File: src/scisdi_pkg.sv
// shared constants and types of the serial status, data and interrupt block
package scisdi_pkg;
  // register indices, byte address is four times the index
  localparam logic [7:0] FLAGS1_IDX = 8'h74;
  localparam logic [7:0] FLAGS2_IDX = 8'h75;
  localparam logic [7:0] DATAHI_IDX = 8'h76;
  localparam logic [7:0] DATALO_IDX = 8'h77;
  localparam logic [7:0] CTRL_IDX = 8'h78;
  localparam logic [7:0] BAUD_IDX = 8'h79;
  // reset values
  localparam logic [7:0] FLAGS1_RST = 8'hc0;
  localparam logic [7:0] FLAGS2_RST = 8'h00;
  localparam logic [9:0] CTRL_RST = 10'h000;
  localparam logic [15:0] BAUD_RST = 16'h001a;
  // primary and secondary flag positions
  localparam int TX_BUFFER_EMPTY_FLAG_BIT = 7;
  localparam int TC_BIT = 6;
  localparam int RX_BUFFER_FULL_FLAG_BIT = 5;
  localparam int IDLE_BIT = 4;
  localparam int OVR_BIT = 3;
  localparam int NOISE_BIT = 2;
  localparam int FRAME_BIT = 1;
  localparam int PAR_BIT = 0;
  localparam int RAF_BIT = 0;
  // upper data register
  localparam int RXB9_BIT = 7;
  localparam int TXB9_BIT = 6;
  // control register positions
  localparam int TIE_BIT = 7;
  localparam int TX_DONE_IRQ_EN_BIT = 6;
  localparam int RIE_BIT = 5;
  localparam int QUIET_LINE_IRQ_EN_BIT = 4;
  localparam int TE_BIT = 3;
  localparam int RE_BIT = 2;
  localparam int RWU_BIT = 1;
  localparam int NINE_BIT = 0;
  localparam int PEN_BIT = 8;
  localparam int PODD_BIT = 9;
  // oversampling: ticks per bit and majority sample points
  localparam logic [3:0] TICK_LAST = 4'hf;
  localparam logic [3:0] SAMP_A = 4'h7;
  localparam logic [3:0] SAMP_C = 4'h9;
  localparam logic [3:0] FRAME8_BITS = 4'ha;
  localparam logic [3:0] FRAME9_BITS = 4'hb;
  // bus answers
  localparam logic [1:0] RESP_OKAY = 2'h0;
  localparam logic [1:0] RESP_DECERR = 2'h3;
  typedef enum logic [1:0] {RX_IDLE, RX_START, RX_DATA, RX_STOP} scisdi_rx_t;
endpackage : scisdi_pkg

File: src/scisdi_core.sv
// serial interface status flags, double-buffered data registers and interrupt request
// Summary of operation
// buffer-empty flag set when transmit buffer empties
// done flag set while transmitter idle
// receive-full set when character reaches holding register
// line-quiet only after activity then one idle character
// wake-up control suppresses line-quiet flag
// overrun keeps old character, discards new
// noise flag on non-unanimous majority sample
// framing flag on zero stop bit
// parity flag on wrong received parity
// noise, framing, parity never interrupt
// secondary flags: only receiver-active bit zero
// data reads receive buffer, writes transmit buffer
// software writes upper before lower for nine bits
// upper register: rx bit nine, tx bit nine
// enabling transmitter sets empty and done flags
// interrupt on empty flag with its enable
// interrupt on done flag with its enable
// disable finishes character, drops queue, releases pin
// flags set when final character completes after disable
// only reset aborts a transmit character in flight
// only full, overrun, line-quiet interrupt on receive
// receive interrupt on full or overrun
// line-quiet interrupt with its enable
// word-length select picks nine or eight data bits
// all enabled conditions share one request output
`timescale 1ns/1ps
module scisdi_core
  import scisdi_pkg::*;
#(
  parameter int ADDR_W = 12
) (
  // clock and reset
  input wire logic clk,
  input wire logic rst_n,
  // axi4-lite write
  input wire logic [ADDR_W-1:0] awaddr,
  input wire logic awvalid,
  output logic awready,
  input wire logic [31:0] wdata,
  input wire logic [3:0] wstrb,
  input wire logic wvalid,
  output logic wready,
  output logic [1:0] bresp,
  output logic bvalid,
  input wire logic bready,
  // axi4-lite read
  input wire logic [ADDR_W-1:0] araddr,
  input wire logic arvalid,
  output logic arready,
  output logic [31:0] rdata,
  output logic [1:0] rresp,
  output logic rvalid,
  input wire logic rready,
  // serial pins
  input wire logic rxd,
  output logic txd,
  output logic txOwnsPin,
  // interrupt request
  output logic irq
);
  // the decode reads address bits from ten upward, so at least eleven are needed
  if (ADDR_W < 11) begin : g_addr_check
    $error("ADDR_W too small for register map");
  end

  function automatic logic major3(input logic [2:0] s);
    return (s[0] & s[1]) | (s[0] & s[2]) | (s[1] & s[2]);
  endfunction : major3

  function automatic logic parity9(input logic [8:0] d, input logic nine, input logic odd);
    return ^(nine ? d : {1'b0, d[7:0]}) ^ odd;
  endfunction : parity9

  logic [9:0] ctrl;
  logic [15:0] baud;
  logic [7:0] flags;
  logic [7:0] armed;
  logic [7:0] rxHold;
  logic rxBit9;
  logic txBit9;
  logic [8:0] txBuf;
  logic txBufValid;
  logic txBusy;
  logic teLast;

  // write channel holding
  logic [ADDR_W-1:0] wAddr;
  logic wAddrOk;
  logic [31:0] wData;
  logic [3:0] wStrb;
  logic wDataOk;
  logic doWrite;
  logic [7:0] wIdx;
  logic doRead;
  logic [7:0] rIdx;
  assign doWrite = wAddrOk & wDataOk & ~bvalid;
  assign wIdx = wAddr[9:2];
  assign doRead = arvalid & arready;
  assign rIdx = araddr[9:2];

  logic wrLow;
  logic wrHigh;
  logic rdFlags;
  logic rdLow;
  assign wrLow = doWrite & wStrb[0] & (wIdx == DATALO_IDX);
  assign wrHigh = doWrite & wStrb[0] & (wIdx == DATAHI_IDX);
  assign rdFlags = doRead & (rIdx == FLAGS1_IDX);
  assign rdLow = doRead & (rIdx == DATALO_IDX);

  always_ff @(posedge clk or negedge rst_n) begin
    if (!rst_n) begin
      wAddrOk <= 1'b0;
      wDataOk <= 1'b0;
      wAddr <= '0;
      wData <= 32'h0;
      wStrb <= 4'h0;
      awready <= 1'b1;
      wready <= 1'b1;
      bvalid <= 1'b0;
      bresp <= RESP_OKAY;
    end else begin
      if (awvalid && awready) begin
        wAddr <= awaddr;
        wAddrOk <= 1'b1;
        awready <= 1'b0;
      end
      if (wvalid && wready) begin
        wData <= wdata;
        wStrb <= wstrb;
        wDataOk <= 1'b1;
        wready <= 1'b0;
      end
      if (doWrite) begin
        bvalid <= 1'b1;
        bresp <= (wIdx >= FLAGS1_IDX && wIdx <= BAUD_IDX && wAddr[ADDR_W-1:10] == '0)
                 ? RESP_OKAY : RESP_DECERR;
      end
      if (bvalid && bready) begin
        bvalid <= 1'b0;
        wAddrOk <= 1'b0;
        wDataOk <= 1'b0;
        awready <= 1'b1;
        wready <= 1'b1;
      end
    end
  end

  // software control registers
  always_ff @(posedge clk or negedge rst_n) begin
    if (!rst_n) begin
      ctrl <= CTRL_RST;
      baud <= BAUD_RST;
      txBit9 <= 1'b0;
    end else if (doWrite) begin
      if (wIdx == CTRL_IDX) begin
        if (wStrb[0]) ctrl[7:0] <= wData[7:0];
        if (wStrb[1]) ctrl[9:8] <= wData[9:8];
      end
      if (wIdx == BAUD_IDX) begin
        if (wStrb[0]) baud[7:0] <= wData[7:0];
        if (wStrb[1]) baud[15:8] <= wData[15:8];
      end
      if (wrHigh) txBit9 <= wData[TXB9_BIT];
    end
  end

  // read channel
  logic [7:0] flags2;
  logic rxActive;
  assign flags2 = {7'h00, 1'b0} | {7'h00, rxActive};
  always_ff @(posedge clk or negedge rst_n) begin
    if (!rst_n) begin
      arready <= 1'b1;
      rvalid <= 1'b0;
      rdata <= 32'h0;
      rresp <= RESP_OKAY;
    end else begin
      if (doRead) begin
        arready <= 1'b0;
        rvalid <= 1'b1;
        rresp <= RESP_OKAY;
        rdata <= 32'h0;
        if (araddr[ADDR_W-1:10] != '0) begin
          rresp <= RESP_DECERR;
        end else begin
          case (rIdx)
            FLAGS1_IDX: rdata[7:0] <= flags;
            FLAGS2_IDX: rdata[7:0] <= flags2;
            DATAHI_IDX: rdata[7:0] <= {rxBit9, txBit9, 6'h00};
            DATALO_IDX: rdata[7:0] <= rxHold;
            CTRL_IDX: rdata[9:0] <= ctrl;
            BAUD_IDX: rdata[15:0] <= baud;
            default: rresp <= RESP_DECERR;
          endcase
        end
      end
      if (rvalid && rready) begin
        rvalid <= 1'b0;
        arready <= 1'b1;
      end
    end
  end

  // oversample tick, sixteen per bit
  logic [15:0] divCnt;
  logic tick;
  always_ff @(posedge clk or negedge rst_n) begin
    if (!rst_n) begin
      divCnt <= 16'h0;
      tick <= 1'b0;
    end else begin
      tick <= 1'b0;
      if (baud == 16'h0) begin
        divCnt <= 16'h0;
      end else if (divCnt >= baud - 16'h1) begin
        divCnt <= 16'h0;
        tick <= 1'b1;
      end else begin
        divCnt <= divCnt + 16'h1;
      end
    end
  end

  // transmitter
  logic [10:0] txShift;
  logic [3:0] txSub;
  logic [3:0] txBitNo;
  logic [3:0] txBits;
  logic txLoad;
  logic txFinish;
  logic [8:0] txWord;
  assign txBits = ctrl[NINE_BIT] ? FRAME9_BITS : FRAME8_BITS;
  assign txLoad = ~txBusy & txBufValid & ctrl[TE_BIT];
  assign txFinish = txBusy & tick & (txSub == TICK_LAST) & (txBitNo == txBits - 4'h1);
  always_comb begin
    txWord = txBuf;
    if (ctrl[PEN_BIT] && ctrl[NINE_BIT]) begin
      txWord[8] = parity9({1'b0, txBuf[7:0]}, 1'b1, ctrl[PODD_BIT]);
    end else if (ctrl[PEN_BIT]) begin
      txWord[7] = parity9({2'b00, txBuf[6:0]}, 1'b0, ctrl[PODD_BIT]);
    end
  end

  always_ff @(posedge clk or negedge rst_n) begin
    if (!rst_n) begin
      txBuf <= 9'h000;
      txBufValid <= 1'b0;
    end else begin
      if (wrLow && ctrl[TE_BIT]) begin
        txBuf <= {txBit9, wData[7:0]};
        txBufValid <= 1'b1;
      end else if (txLoad || !ctrl[TE_BIT]) begin
        txBufValid <= 1'b0;
      end
    end
  end

  always_ff @(posedge clk or negedge rst_n) begin
    if (!rst_n) begin
      txBusy <= 1'b0;
      txShift <= 11'h7ff;
      txSub <= 4'h0;
      txBitNo <= 4'h0;
      txd <= 1'b1;
    end else if (txLoad) begin
      txBusy <= 1'b1;
      txShift <= ctrl[NINE_BIT] ? {1'b1, txWord, 1'b0} : {2'b11, txWord[7:0], 1'b0};
      txSub <= 4'h0;
      txBitNo <= 4'h0;
      txd <= 1'b0;
    end else if (txBusy && tick) begin
      // a cleared enable never stops the frame here
      txSub <= txSub + 4'h1;
      if (txSub == TICK_LAST) begin
        txBitNo <= txBitNo + 4'h1;
        txShift <= {1'b1, txShift[10:1]};
        txd <= txShift[1];
        if (txFinish) begin
          txBusy <= 1'b0;
          txd <= 1'b1;
        end
      end
    end
  end

  // pin ownership returns on a tick once idle
  always_ff @(posedge clk or negedge rst_n) begin
    if (!rst_n) begin
      txOwnsPin <= 1'b0;
      teLast <= 1'b0;
    end else begin
      teLast <= ctrl[TE_BIT];
      if (ctrl[TE_BIT]) txOwnsPin <= 1'b1;
      else if (!txBusy && tick) txOwnsPin <= 1'b0;
    end
  end

  // receiver input synchroniser
  logic rxMeta;
  logic rxSync;
  logic rxPrev;
  always_ff @(posedge clk or negedge rst_n) begin
    if (!rst_n) begin
      rxMeta <= 1'b1;
      rxSync <= 1'b1;
      rxPrev <= 1'b1;
    end else begin
      rxMeta <= rxd;
      rxSync <= rxMeta;
      rxPrev <= rxSync;
    end
  end

  scisdi_rx_t rxState;
  logic [3:0] rxSub;
  logic [3:0] rxBitNo;
  logic [2:0] rxSamp;
  logic [8:0] rxShift;
  logic rxNoise;
  logic rxDone;
  logic rxBitVal;
  logic [3:0] rxDataBits;
  assign rxActive = (rxState != RX_IDLE);
  assign rxBitVal = major3(rxSamp);
  assign rxDataBits = ctrl[NINE_BIT] ? 4'h9 : 4'h8;
  assign rxDone = (rxState == RX_STOP) & tick & (rxSub == TICK_LAST);

  always_ff @(posedge clk or negedge rst_n) begin
    if (!rst_n) begin
      rxState <= RX_IDLE;
      rxSub <= 4'h0;
      rxBitNo <= 4'h0;
      rxSamp <= 3'h0;
      rxShift <= 9'h000;
      rxNoise <= 1'b0;
    end else if (!ctrl[RE_BIT]) begin
      rxState <= RX_IDLE;
    end else begin
      case (rxState)
        RX_IDLE: begin
          if (rxPrev && !rxSync) begin
            rxState <= RX_START;
            rxSub <= 4'h0;
            rxBitNo <= 4'h0;
            rxNoise <= 1'b0;
          end
        end
        default: begin
          if (tick) begin
            rxSub <= rxSub + 4'h1;
            if (rxSub >= SAMP_A && rxSub <= SAMP_C) rxSamp <= {rxSamp[1:0], rxSync};
            if (rxSub == TICK_LAST) begin
              if (rxSamp != 3'h0 && rxSamp != 3'h7) rxNoise <= 1'b1;
              case (rxState)
                RX_START: rxState <= rxBitVal ? RX_IDLE : RX_DATA;
                RX_DATA: begin
                  rxShift <= ctrl[NINE_BIT] ? {rxBitVal, rxShift[8:1]}
                                            : {1'b0, rxBitVal, rxShift[7:1]};
                  rxBitNo <= rxBitNo + 4'h1;
                  if (rxBitNo == rxDataBits - 4'h1) rxState <= RX_STOP;
                end
                default: rxState <= RX_IDLE;
              endcase
            end
          end
        end
      endcase
    end
  end

  // quiet-line detection, counting ticks of a high line
  logic [7:0] quietCnt;
  logic lineActive;
  logic quietHit;
  logic [7:0] charTicks;
  assign charTicks = {txBits, 4'h0};
  assign quietHit = tick & rxSync & lineActive & (quietCnt == charTicks - 8'h1);
  always_ff @(posedge clk or negedge rst_n) begin
    if (!rst_n) begin
      quietCnt <= 8'h0;
      lineActive <= 1'b0;
    end else if (!rxSync) begin
      quietCnt <= 8'h0;
      lineActive <= 1'b1;
    end else if (tick && lineActive) begin
      quietCnt <= quietCnt + 8'h1;
      if (quietHit) lineActive <= 1'b0;
    end
  end

  // receive holding register, untouched on overrun
  logic frameFault;
  logic parFault;
  assign frameFault = ~rxBitVal;
  assign parFault = ctrl[PEN_BIT] & parity9(rxShift, ctrl[NINE_BIT], ctrl[PODD_BIT]);
  always_ff @(posedge clk or negedge rst_n) begin
    if (!rst_n) begin
      rxHold <= 8'h00;
      rxBit9 <= 1'b0;
    end else if (rxDone && !flags[RX_BUFFER_FULL_FLAG_BIT]) begin
      rxHold <= rxShift[7:0];
      rxBit9 <= rxShift[8];
    end
  end

  // clear sequence: a primary-flag read arms the bits seen set
  always_ff @(posedge clk or negedge rst_n) begin
    if (!rst_n) armed <= 8'h00;
    else if (rdFlags) armed <= flags;
    else if (wrLow) armed[7:6] <= 2'b00;
    else if (rdLow) armed[5:0] <= 6'h00;
  end

  logic [7:0] setEv;
  logic [7:0] clrEv;
  logic newChar;
  logic teRise;
  assign newChar = rxDone & ~flags[RX_BUFFER_FULL_FLAG_BIT];
  assign teRise = ctrl[TE_BIT] & ~teLast;
  always_comb begin
    setEv = 8'h00;
    setEv[TX_BUFFER_EMPTY_FLAG_BIT] = txLoad | teRise | txFinish;
    setEv[TC_BIT] = teRise | (txFinish & ~txBufValid) | (txFinish & ~ctrl[TE_BIT]);
    setEv[RX_BUFFER_FULL_FLAG_BIT] = newChar;
    setEv[IDLE_BIT] = quietHit & ~ctrl[RWU_BIT];
    setEv[OVR_BIT] = rxDone & flags[RX_BUFFER_FULL_FLAG_BIT];
    setEv[NOISE_BIT] = newChar & (rxNoise | (rxSamp != 3'h0 && rxSamp != 3'h7));
    setEv[FRAME_BIT] = newChar & frameFault;
    setEv[PAR_BIT] = newChar & parFault;
    clrEv = 8'h00;
    clrEv[7:6] = {2{wrLow}} & armed[7:6];
    clrEv[5:0] = {6{rdLow}} & armed[5:0];
  end

  // set wins over a coincident clear
  always_ff @(posedge clk or negedge rst_n) begin
    if (!rst_n) flags <= FLAGS1_RST;
    else flags <= setEv | (flags & ~clrEv);
  end

  // noise, framing and parity flags are left out of the request
  always_ff @(posedge clk or negedge rst_n) begin
    if (!rst_n) irq <= 1'b0;
    else irq <= (ctrl[TIE_BIT] & flags[TX_BUFFER_EMPTY_FLAG_BIT])
              | (ctrl[TX_DONE_IRQ_EN_BIT] & flags[TC_BIT])
              | (ctrl[RIE_BIT] & (flags[RX_BUFFER_FULL_FLAG_BIT] | flags[OVR_BIT]))
              | (ctrl[QUIET_LINE_IRQ_EN_BIT] & flags[IDLE_BIT]);
  end
endmodule : scisdi_core

File: config.mk
export PLATFORM = sky130hd
export DESIGN_NAME = scisdi_core
export DESIGN_NICKNAME = d
export VERILOG_FILES = /design/src/scisdi_pkg.sv /design/src/scisdi_core.sv
export SDC_FILE = /design/constraint.sdc
export NUM_CORES = 1
export LEC_CHECK = 0
export BUFFER_PORTS_ARGS = -buffer_cell sky130_fd_sc_hd__buf_2
export CAP_MARGIN = 20
export CELL_PAD_IN_SITES_DETAIL_PLACEMENT = 0
export CELL_PAD_IN_SITES_GLOBAL_PLACEMENT = 1
export CORE_ASPECT_RATIO = 0.8
export CORE_MARGIN = 2
export CORE_UTILIZATION = 45
export CTS_CLUSTER_DIAMETER = 60
export CTS_CLUSTER_SIZE = 40
export DETAILED_ROUTE_END_ITERATION = 7
export PLACE_DENSITY = 0.84
export SYNTH_ARGS = -nofsm -noshare
export SYNTH_HDL_FRONTEND = slang
export SYNTH_SLANG_ARGS = --single-unit
File: constraint.sdc
create_clock -name clk -period 3.1 [get_ports clk]
set_input_delay 0.62 -clock clk [delete_from_list [all_inputs] [get_ports clk]]
set_output_delay 0.62 -clock clk [all_outputs]
set_load 0.02 [all_outputs]
# Word-level counts from Yosys, hierarchy flattened
# Cells that the tools add are included.
totals:
  reg_bits: 195
  latch_bits: 0
  ram_bits: 0
  rom_bits: 0
  wordCells: 293
  memories: 0
classes:
  add_sub_neg: 10
  mul: 0
  div: 0
  order_cmp: 5
  eq_ne: 27
  shifts: 0
  mux: 82
  bitwise_logic: 63
  n_reduce_logical: 60
ops:
  columns: ["cell", "count"]
  rows:
  - ["equality test 8 x 7 -> 1 bit (second input constant)", 10]
  - ["two-way mux 16 bit", 3]
  - ["two-way mux 4 bit", 12]
  - ["case mux 8 bit (6 select lines)", 1]
  - ["two-way mux 1 bit", 41]
  - ["AND 1 bit", 35]
  - ["nonzero test 2 bit", 17]
  - ["two-way mux 11 bit", 3]
  - ["parity 9 bit", 3]
  - ["two-way mux 8 bit", 3]
  - ["two-way mux 2 bit", 11]
  - ["two-way mux 6 bit", 3]
  - ["two-way mux 9 bit", 2]
  - ["AND reduction 3 bit", 6]
  - ["adder 16 x 1 -> 16 bit (second input constant)", 1]
  - ["adder 4 x 1 -> 4 bit (second input constant)", 4]
  - [">= comparator 16 bit", 1]
  - ["logical NOT 16 bit", 1]
  - ["subtractor 16 x 1 -> 16 bit (second input constant)", 1]
  - ["logical AND 1 bit", 15]
  - ["AND reduction 5 bit", 3]
  - ["OR 1 bit", 11]
  - ["two-way mux 10 bit", 1]
  - ["inverter 1 bit", 9]
  - ["31 further kinds", 50]

# Depth between registers and ports, before layout
# Gate-level depths: netlist (run 1).
logic_depth:
  depth_word: 9
  depth_mapped: 13
  ltp_nobuf: 12

# Worst setup path before layout (run 1)
# Ideal clock, no wire load.
synth_timing:
  path_kind: "reg2reg"
  startpoint: "reg baud[7]"
  endpoint: "reg divCnt[10]"
  setup_time_ns: 0.071
  t_arrival_ns: 2.753
  setup_slack_ns: 0.275
  stages_incl_launch_ff: 13
  n_path_buf: 1
  period_less_slack_ns: 2.825
  cell_sequence: "dfrtp_1 or3_4 nor4_4 nand3_1 xor2_1 ha_1 a21oi_1 o21ai_0 a211o_1 a41oi_1 o311ai_4 buf_8 nor2_1"
synth_between:
  elab_chain_len: 4
  elab_cells_between_ends: 5
synth_lines:
  columns: ["item", "line_no", "rtl"]
  rows:
  - ["from (decl)", "scisdi_core.sv:77", "logic [15:0] baud;"]
  - ["from (signal assigned)", "scisdi_core.sv:162", "if (wStrb[0]) baud[7:0] <= wData[7:0];"]
  - ["subtractor 16 x 1 -> 16 bit", "scisdi_core.sv:217", "end else if (divCnt >= baud - 16'h1) begin"]
  - [">= comparator 16 bit", "scisdi_core.sv:217", null]
  - ["two-way mux 16 bit", "scisdi_core.sv:217", null]
  - ["two-way mux 16 bit (*)", "scisdi_core.sv:215", "if (baud == 16'h0) begin"]
  - ["to (signal assigned)", "scisdi_core.sv:221", "divCnt <= divCnt + 16'h1;"]
  - ["to (decl)", "scisdi_core.sv:207", "logic [15:0] divCnt;"]
# Mark *: on every way between the ends. The rest lies on a longest branch, timed or not.
# A chain may end at the register's enable or synchronous reset.

# Final worst setup path (run 1)
layout_timing:
  startpoint: "reg baud[7]"
  endpoint: "reg divCnt[8]"
# Same word-level chain as after synthesis.

==> flow_metrics.env, run 1 <==
export IMPL_num_vias=6247
export IMPL_p_int_w=0.004429
export IMPL_nets=997
export IMPL_track_usage=0.1908
export IMPL_drive_above_1_share=0.2654
export IMPL_io_buffer_count=73
export IMPL_setup_violations=0
export IMPL_slew_headroom=0.5130
export IMPL_final_common_cell="dfrtp_1"
export IMPL_root_buffer="clkbuf_16"
export IMPL_fp_dieH_um=131.4
export IMPL_final_cells=1176
export IMPL_timing_final_max_slew_violations=0
export IMPL_synthArstFlopShare=1.000
export IMPL_fp_dieW_um=163.2
export IMPL_ys_top_cells_by_area="dfrtp_1, mux2_2, dfstp_2"
export IMPL_synth_lib_cells_used_distinct=58
export IMPL_grt_util_met3=0.04545
export IMPL_hp_class="primary input to asynchronous set/reset pin"
export IMPL_grt_util_met1=0.3065
export IMPL_areaGrowthSynthToFinish_pct=14.22
export IMPL_max_freq_mhz=344.8
export IMPL_globalplace_congestion=0.8032
export IMPL_grt_ovfl_total=0
export IMPL_worst_pin_slew_ns=0.7289
export IMPL_start_util=0.4597
export IMPL_tritoncts="done"
export IMPL_rows=46
export IMPL_end_kind="flip-flop"
export IMPL_required_ns=3.47
export IMPL_yosys_warnings=0
export IMPL_vias_per_cell=5.312
export IMPL_crit_arrival_ns=3.27
export IMPL_finalClockSkew_ns=0.01464
export IMPL_nFillCells=1750
export IMPL_status="finished, final reports clean"
export IMPL_yosysTopAreaCell="dfrtp_1"
export IMPL_p_comb_frac=0.171
export IMPL_grt_antenna_before_repair=0
export IMPL_h_tree_depth=4
export IMPL_power_density_nw_per_um2=601.8
export IMPL_final_util=0.5250
export IMPL_startpoint="baud[7]$_DFFE_PN0P_"
export IMPL_grt_pass1_wl_um=31820
export IMPL_crit_path_start_kind="flip-flop"
export IMPL_maxCapViolCount=0
export IMPL_p_leak_nw=4.986
export IMPL_drc=0
export IMPL_first_pass_iters=5
export IMPL_yosysSeqAreaShare=0.5210
export IMPL_cts_buffers=17
export IMPL_grt_pass1_vias=5973
export IMPL_clock_sinks=189
export IMPL_synth_edf_count=0
export IMPL_drtAntennaViolNets=0
export IMPL_place_inst=1142
export IMPL_power_net_switching_w=0.001845
export IMPL_final_cell_mix="dfrtp_1, nand2_1, mux2_2"
export IMPL_clk_latency_ns=0.44
export IMPL_clk_path_buf_depth=2
export IMPL_seq_power_share=0.480
export IMPL_worstPathMaxFanout=16
export IMPL_first_iter_violations=430
export IMPL_fin_crit_sh=0.9356
export IMPL_fin_crit_ns=2.901
export IMPL_antenna_cells=0
export IMPL_grt_max_degree=70
export IMPL_avgSynthCellArea_sq_um=11.23
export IMPL_ys_ff_latch=189
export IMPL_power_switching_share=0.2941
export IMPL_use_met2=0.2550
export IMPL_clk_pin_slew_worst_paths_ns=0.07
export IMPL_wire_per_inst_um=16.59
export IMPL_hold_violations=0
export IMPL_yosysTopAreaCellShare=0.4606
export IMPL_syn_area_sq_um=9128
export IMPL_r2r_start="baud[7]$_DFFE_PN0P_"
export IMPL_syn_inst=813
export IMPL_die_area_sq_um=21450
export IMPL_clkPwrFrac=0.349
export IMPL_top_usage_layer="met1"
export IMPL_coreArea_sq_um=19860
export IMPL_crit_type="flip-flop to flip-flop"
export IMPL_ys_flop_type="dfrtp_1"
export IMPL_finalWirelength_um=19510
export IMPL_irDropWorstVdd_mv=0.5173
export IMPL_hpwlAfterDp_um=13940
export IMPL_io_pin_count=112
[final cells by class]
| cell class | instances | area, sq um | share of cell area |
|---|---|---|---|
| Clock buffer | 18 | 429.2 | 0.04117 |
| Clock inverter | 14 | 147.6 | 0.01416 |
| Inverter | 18 | 67.56 | 0.006481 |
| Multi-Input combinational cell | 581 | 4153 | 0.3983 |
| Sequential cell | 189 | 4756 | 0.4562 |
| Tap cell | 264 | 330.3 | 0.03169 |
| Timing Repair Buffer | 92 | 541.8 | 0.05197 |
[cells by family after synthesis]
logic type / share of synthesized area
flops: 0.5210
xor+xnor: 0.05757
other cells: 0.0004108
compound gates: 0.09390
simple gates: 0.1264
mux: 0.1268
buf+inv: 0.03276
fa+ha+maj: 0.04112
[worst max-delay path: stages (launching register included)]
cell and delay, ns:
dfrtp_1 0.38, or3_4 0.42, nor4_4 0.27, nand3_2 0.14, xor2_1 0.17, ha_1 0.34
a21oi_2 0.16, o21ai_2 0.07, a211o_1 0.24, a41oi_2 0.25, o311ai_4 0.13, buf_12 0.17
nor2_1 0.10
[metal layers]
| layer | vias to the layer above | routed length, um |
|---|---|---|
| met2 | 141 | 8156 |
| met4 | 0 | 194 |
| met3 | 13 | 1036 |
| li1 | 3004 | - |
| met5 | - | 0 |
| met1 | 3089 | 10120 |
[stage by stage]
stage / total power [W] / setup WS, ns / setup TNS [ns] / area, sq um / hold slack [ns]
final: 0.006274 / 0.1995 / 0 / 10430 / 0.1638
after global routing: 0.006584 / -0.002624 / -0.002624 / 10430 / 0.1823
after CTS: 0.006258 / 0.002052 / 0 / 10370 / 0.1731
after detailed placement: 0.004068 / 0.01127 / 0 / 9797 / 0.3469
after global placement: 0.004039 / 0.07432 / 0 / 9797 / 0.3460
after floorplan: 0.003746 / 0.2753 / 0 / 9184 / 0.3244
[cells in the mapped netlist (5+ instances only)]
| cell | number |
|---|---|
| a22o_1 | 15 |
| inv_1 | 18 |
| a21oi_1 | 28 |
| nor2_1 | 52 |
| mux2_2 | 85 |
| ha_1 | 30 |
| nand3_1 | 17 |
| nor2b_1 | 6 |
| clkbuf_1 | 17 |
| nand4_1 | 7 |
| and2_1 | 14 |
| o21ai_0 | 48 |
| xor2_1 | 18 |
| nand2_1 | 96 |
| buf_4 | 18 |
| nor3b_1 | 6 |
| nor3_1 | 14 |
| a222oi_1 | 6 |
| mux2i_1 | 20 |
| dfrtp_1 | 168 |
| a21o_1 | 5 |
| xnor2_1 | 42 |
| dfstp_2 | 21 |
[worst paths after layout]
kind,end,slack [ns],cells after the start
worst max register to register,divCnt[8]$_DFF_PN0_,0.20,12
min in group clk,rxMeta$_DFF_PN1_,0.28,1
worst max-delay path,divCnt[8]$_DFF_PN0_,0.20,12
max in group asynchronous,txShift[8]$_DFFE_PN1P_,2.07,2
worst min-delay path,wDataOk$_DFFE_PN0P_,0.16,1
worst min register to register,rxSync$_DFF_PN1_,0.36,0
[state kept, by name (all words and copies together), names as in the netlist, 8 cells and up]
signal / cells
armed: 8
baud: 16
ctrl: 10
divCnt: 16
flags: 8
quietCnt: 8
rdata: 16
rxHold: 8
rxShift: 9
txBuf: 9
txShift: 9
wAddr: 10
wData: 16
[power by group through the flow]
stage	logic, W	clock network [W]	registers (W)
4_1_cts	0.00102	0.00223	0.00301
2_1_floorplan	0.000764	0	0.00298
3_5_place_dp	0.00102	0	0.00305
3_3_place_gp	0.000987	0	0.00305
6_report	0.00108	0.00219	0.00301
5_1_grt	0.00120	0.00234	0.00305
[what timing repair did]
item | 4_1_cts | 5_1_grt
hold buffers | 0 | 0
endpoints found under the setup margin | 0 | 17
resized for setup | 0 | 6
buffers inserted | 0 | 2
(Power assumes the default switching activity.)
==> inputs of run 2 (changes only) <==
--- a/config.mk
+++ b/config.mk
@@ -12,6 +12,7 @@
 export CORE_ASPECT_RATIO = 0.8
 export CORE_MARGIN = 2
 export CORE_UTILIZATION = 45
+export CTS_BUF_LIST = sky130_fd_sc_hd__clkbuf_16
 export CTS_CLUSTER_DIAMETER = 60
 export CTS_CLUSTER_SIZE = 40
 export DETAILED_ROUTE_END_ITERATION = 7
==> flow_metrics.env, run 2 (same netlist as run 1, synthesis figures left out) <==
export IMPL_drc=0
export IMPL_rr_worst_depth=12
export IMPL_crit_buf_inv=1
export IMPL_p_leak_nw=4.991
export IMPL_nFillCells=1750
export IMPL_hold_violations=0
export IMPL_crit_arrival_ns=3.27
export IMPL_crit_chain="or3_4 > nor4_4 > nand3_2 > xor2_1 > ha_1 > a21oi_2 > o21ai_2 > a211o_1 > a41oi_2 > o311ai_4 > buf_12 > nor2_1"
export IMPL_crit_type="flip-flop to flip-flop"
export IMPL_antenna_cells=0
export IMPL_end_kind="flip-flop"
export IMPL_final_common_cell="dfrtp_1"
export IMPL_nets=997
export IMPL_crit_path_start_kind="flip-flop"
export IMPL_globalplace_congestion=0.8032
export IMPL_drtAntennaViolNets=0
export IMPL_finalClockSkew_ns=0.01464
export IMPL_first_pass_iters=5
export IMPL_finalWirelength_um=19530
export IMPL_grt_antenna_before_repair=0
export IMPL_holdWs_ns=0.1638
export IMPL_root_buffer="clkbuf_16"
export IMPL_final_cells=1176
export IMPL_num_vias=6250
export IMPL_die_area_sq_um=21450
export IMPL_grt_pass1_vias=5973
export IMPL_wire_per_inst_um=16.61
export IMPL_path_depth=12
export IMPL_h_tree_depth=4
export IMPL_tritoncts="done"
export IMPL_max_freq_mhz=344.8
export IMPL_grt_ovfl_total=0
export IMPL_fin_crit_sh=0.9356
export IMPL_clock_sinks=189
export IMPL_clk_latency_ns=0.44
export IMPL_grt_pass1_wl_um=31820
export IMPL_final_cell_mix="dfrtp_1, nand2_1, mux2_2"
export IMPL_coreArea_sq_um=19860
export IMPL_track_usage=0.1908
export IMPL_fin_total_pwr_w=0.006269
export IMPL_power_density_nw_per_um2=601.3
export IMPL_start_util=0.4597
export IMPL_fin_crit_ns=2.901
export IMPL_worstPathMaxFanout=16
export IMPL_io_buffer_count=73
export IMPL_place_inst=1142
export IMPL_clk_path_buf_depth=2
export IMPL_areaGrowthSynthToFinish_pct=14.22
export IMPL_status="finished, final reports clean"
export IMPL_maxCapViolCount=0
export IMPL_slowest_delay_ns=0.42
export IMPL_slew_headroom=0.5020
export IMPL_setup_violations=0
export IMPL_required_ns=3.47
export IMPL_grt_max_degree=70
export IMPL_clk_pin_slew_worst_paths_ns=0.07
export IMPL_first_iter_violations=436
export IMPL_timing_final_max_slew_violations=0
export IMPL_hp_class="primary input to asynchronous set/reset pin"
export IMPL_fp_dieW_um=163.2
export IMPL_worst_pin_slew_ns=0.7455
export IMPL_io_pin_count=112
export IMPL_drive_above_1_share=0.2654
export IMPL_rows=46
export IMPL_cts_buffers=17
export IMPL_fp_dieH_um=131.4
export IMPL_critPathTopFamily="simple AND/OR/NAND/NOR gates"
export IMPL_hpwlAfterDp_um=13940
export IMPL_vias_per_cell=5.315
export IMPL_irDropWorstVdd_mv=0.5173
export IMPL_cp_slowest_cell="or3_4"
==> run 2: changes by cell type in the layout (fill, tap and decap cells not counted) <==
cell and delta:
clkbuf_1 -1, inv_1 +1
==> run 2: area by class of cell <==
type / instances / area [sq um] / area share
Multi-Input combinational cell: 581 / 4153 / 0.3983
Sequential cell: 189 / 4756 / 0.4562
Clock inverter: 15 / 151.4 / 0.01452
Timing Repair Buffer: 92 / 541.8 / 0.05197
Clock buffer: 17 / 425.4 / 0.04081
Inverter: 18 / 67.56 / 0.006481
Tap cell: 264 / 330.3 / 0.03169
==> run 2: what timing repair did <==
item                                    CTS  global route
gates resized for setup                   0             6
hold endpoints to repair                  0             0
setup buffers                             0             2
hold buffers                              0             0
endpoints found under the setup margin    0            17
==> run 2: power by group <==
group	internal (W)	leakage [nW]	switching (W)
Combinational	0.000533	2.22	0.000543
Sequential	0.00275	2.48	0.000257
Clock	0.00114	0.289	0.00104
Total	0.00443	4.99	0.00184
==> run 2: metrics by stage <==
stage | setup WS (ns) | util | TNS, ns | area [sq um]
detailed placement | 0.01127 | 0.4934 | 0 | 9797
finish | 0.1995 | 0.5250 | 0 | 10430
global route | -0.002624 | 0.5250 | -0.002624 | 10430
global placement | 0.07432 | 0.4934 | 0 | 9797
CTS | 0.002053 | 0.5224 | 0 | 10370
floorplan | 0.2753 | - | 0 | 9184
==> run 2: path summary, 6_finish.rpt <==
path                                     endpoint           startpoint  slack [ns]
min in group clk                 rxMeta$_DFF_PN1_                  rxd        0.28
min reg2reg                      rxSync$_DFF_PN1_     rxMeta$_DFF_PN1_        0.36
max reg2reg                   divCnt[8]$_DFF_PN0_  baud[7]$_DFFE_PN0P_        0.20
max                           divCnt[8]$_DFF_PN0_  baud[7]$_DFFE_PN0P_        0.20
max in group asynchronous  txShift[8]$_DFFE_PN1P_                rst_n        2.07
min                           wDataOk$_DFFE_PN0P_                rst_n        0.16
==> run 2: metal layers <==
metal | track usage | up-vias | part of all wire
li1 | - | 3005 | -
met1 | 0.3065 | 3095 | 0.52
met2 | 0.2550 | 137 | 0.42
met3 | 0.04545 | 13 | 0.051
met4 | 0.04720 | 0 | 0.0099
met5 | 0 | - | 0
==> inputs of run 3 (changes only) <==
--- a/config.mk
+++ b/config.mk
@@ -11,12 +11,12 @@
 export CELL_PAD_IN_SITES_GLOBAL_PLACEMENT = 1
 export CORE_ASPECT_RATIO = 0.8
 export CORE_MARGIN = 2
-export CORE_UTILIZATION = 45
+export CORE_UTILIZATION = 46
 export CTS_BUF_LIST = sky130_fd_sc_hd__clkbuf_16
 export CTS_CLUSTER_DIAMETER = 60
 export CTS_CLUSTER_SIZE = 40
 export DETAILED_ROUTE_END_ITERATION = 7
-export PLACE_DENSITY = 0.84
+export PLACE_DENSITY = 0.85
 export SYNTH_ARGS = -nofsm -noshare
 export SYNTH_HDL_FRONTEND = slang
 export SYNTH_SLANG_ARGS = --single-unit
==> flow_metrics.env, run 3 (same netlist as run 1, synthesis figures left out) <==
export IMPL_die_area_sq_um=20990
export IMPL_final_cell_mix="dfrtp_1, nand2_1, mux2_2"
export IMPL_h_tree_depth=4
export IMPL_place_ws_ns=0.04148
export IMPL_nFillCells=1741
export IMPL_drc=0
export IMPL_hpwlAfterDp_um=14000
export IMPL_worst_pin_slew_ns=0.9026
export IMPL_num_vias=6232
export IMPL_crit_arrival_ns=3.25
export IMPL_rows=46
export IMPL_setup_violations=0
export IMPL_clk_latency_ns=0.44
export IMPL_use_met2=0.2876
export IMPL_irDropWorstVdd_mv=0.3916
export IMPL_nets=995
export IMPL_p_leak_nw=4.963
export IMPL_grt_antenna_before_repair=0
export IMPL_place_area_sq_um=9789
export IMPL_cts_buffers=17
export IMPL_fin_crit_ns=2.887
export IMPL_maxCapViolCount=0
export IMPL_grt_max_degree=70
export IMPL_final_common_cell="dfrtp_1"
export IMPL_regArea_sq_um=4756
export IMPL_status="finished, final reports clean"
export IMPL_fin_crit_sh=0.9314
export IMPL_grt_pass1_wl_um=31980
export IMPL_power_density_nw_per_um2=596.5
export IMPL_hold_buffers=0
export IMPL_fp_dieW_um=161.5
export IMPL_vias_per_cell=5.308
export IMPL_top_usage_layer="met1"
export IMPL_slew_headroom=0.3968
export IMPL_worstSetupEndpoint="divCnt[3]$_DFF_PN0_"
export IMPL_grt_util_met1=0.2902
export IMPL_hold_violations=0
export IMPL_timing_final_ws_setup_ns=0.2127
export IMPL_first_pass_iters=5
export IMPL_globalplace_congestion=0.8149
export IMPL_rrSetupSlack_ns=0.21
export IMPL_grt_util_met3=0.05054
export IMPL_grt_pass1_vias=6024
export IMPL_start_util=0.4651
export IMPL_io_buffer_count=73
export IMPL_worstPathMaxFanout=16
export IMPL_finalWirelength_um=19520
export IMPL_io_pin_count=112
export IMPL_clk_pin_slew_worst_paths_ns=0.08
export IMPL_crit_path_start_kind="flip-flop"
export IMPL_max_freq_mhz=346.3
export IMPL_timing_final_max_slew_violations=0
export IMPL_hp_class="primary input to asynchronous set/reset pin"
export IMPL_r2r_end="divCnt[3]$_DFF_PN0_"
export IMPL_wire_per_inst_um=16.63
export IMPL_finalClockSkew_ns=0.01138
export IMPL_tritoncts="done"
export IMPL_startpoint="baud[7]$_DFFE_PN0P_"
export IMPL_areaGrowthSynthToFinish_pct=13.91
export IMPL_final_util=0.5298
export IMPL_r2r_start="baud[7]$_DFFE_PN0P_"
export IMPL_clk_path_buf_depth=2
export IMPL_antenna_cells=0
export IMPL_track_usage=0.1959
export IMPL_crit_type="flip-flop to flip-flop"
export IMPL_drtAntennaViolNets=0
export IMPL_required_ns=3.47
export IMPL_fp_dieH_um=130.0
export IMPL_clock_sinks=189
export IMPL_rr_worst_depth=12
export IMPL_end_kind="flip-flop"
export IMPL_drive_above_1_share=0.2604
export IMPL_grt_ovfl_total=0
export IMPL_multiInputGateArea_sq_um=4140
export IMPL_root_buffer="clkbuf_16"
export IMPL_coreArea_sq_um=19630
export IMPL_first_iter_violations=396
export IMPL_final_area_sq_um=10400
run 3: worst max-delay path: stages, from the launching register on:
cell	delay [ns]
dfrtp_1	0.38
or3_4	0.42
nor4_4	0.18
nand3_1	0.17
xor2_1	0.18
ha_1	0.31
a21oi_1	0.14
o21ai_0	0.13
a211o_1	0.26
a41oi_2	0.24
o311ai_4	0.13
buf_12	0.17
nor2_1	0.11
run 3: what timing repair did:
action | 4_1_cts | 5_1_grt
endpoints found under the setup margin | 0 | 16
buffers inserted | 0 | 1
gates resized for setup | 0 | 2
run 3: metrics by stage:
| step | std cells | power [W] | TNS [ns] | hold WS, ns |
|---|---|---|---|---|
| after floorplan | 828 | 0.003746 | 0 | 0.3244 |
| after global placement | 1141 | 0.004031 | 0 | 0.3460 |
| after detailed placement | 1141 | 0.004066 | 0 | 0.3479 |
| after CTS | 1173 | 0.006210 | 0 | 0.1704 |
| after global routing | 1174 | 0.006486 | -0.004380 | 0.1799 |
| final | 1174 | 0.006202 | 0 | 0.1549 |
run 3: area by class of cell:
class,instances,share of cell area
Sequential cell,189,0.4574
Multi-Input combinational cell,581,0.3982
Timing Repair Buffer,90,0.05066
Clock buffer,17,0.04091
Tap cell,264,0.03177
Clock inverter,15,0.01456
Inverter,18,0.006498
run 3: layer usage:
metal,wire length (um),share of wire,vias to the layer above
met3,990,0.051,22
li1,-,-,3004
met5,0,0,-
met4,229,0.012,0
met2,8370,0.43,146
met1,9929,0.51,3060
run 3: worst min path at each step:
stage / cells past startpoint / start / endpoint
2_1_floorplan: 0 / rst_n / armed[0]$_DFFE_PN0P_
3_3_place_gp: 0 / rxMeta$_DFF_PN1_ / rxSync$_DFF_PN1_
3_5_place_dp: 0 / rxMeta$_DFF_PN1_ / rxSync$_DFF_PN1_
4_1_cts: 1 / rst_n / wDataOk$_DFFE_PN0P_
5_1_grt: 1 / rst_n / wDataOk$_DFFE_PN0P_
6_report: 1 / rst_n / wDataOk$_DFFE_PN0P_
run 3: where the power goes:
part / total, W / internal, W / switching, W
combinational: 0.00106 / 0.000519 / 0.000538
sequential: 0.00302 / 0.00275 / 0.000264
clock: 0.00213 / 0.00107 / 0.00106
total: 0.00620 / 0.00434 / 0.00186
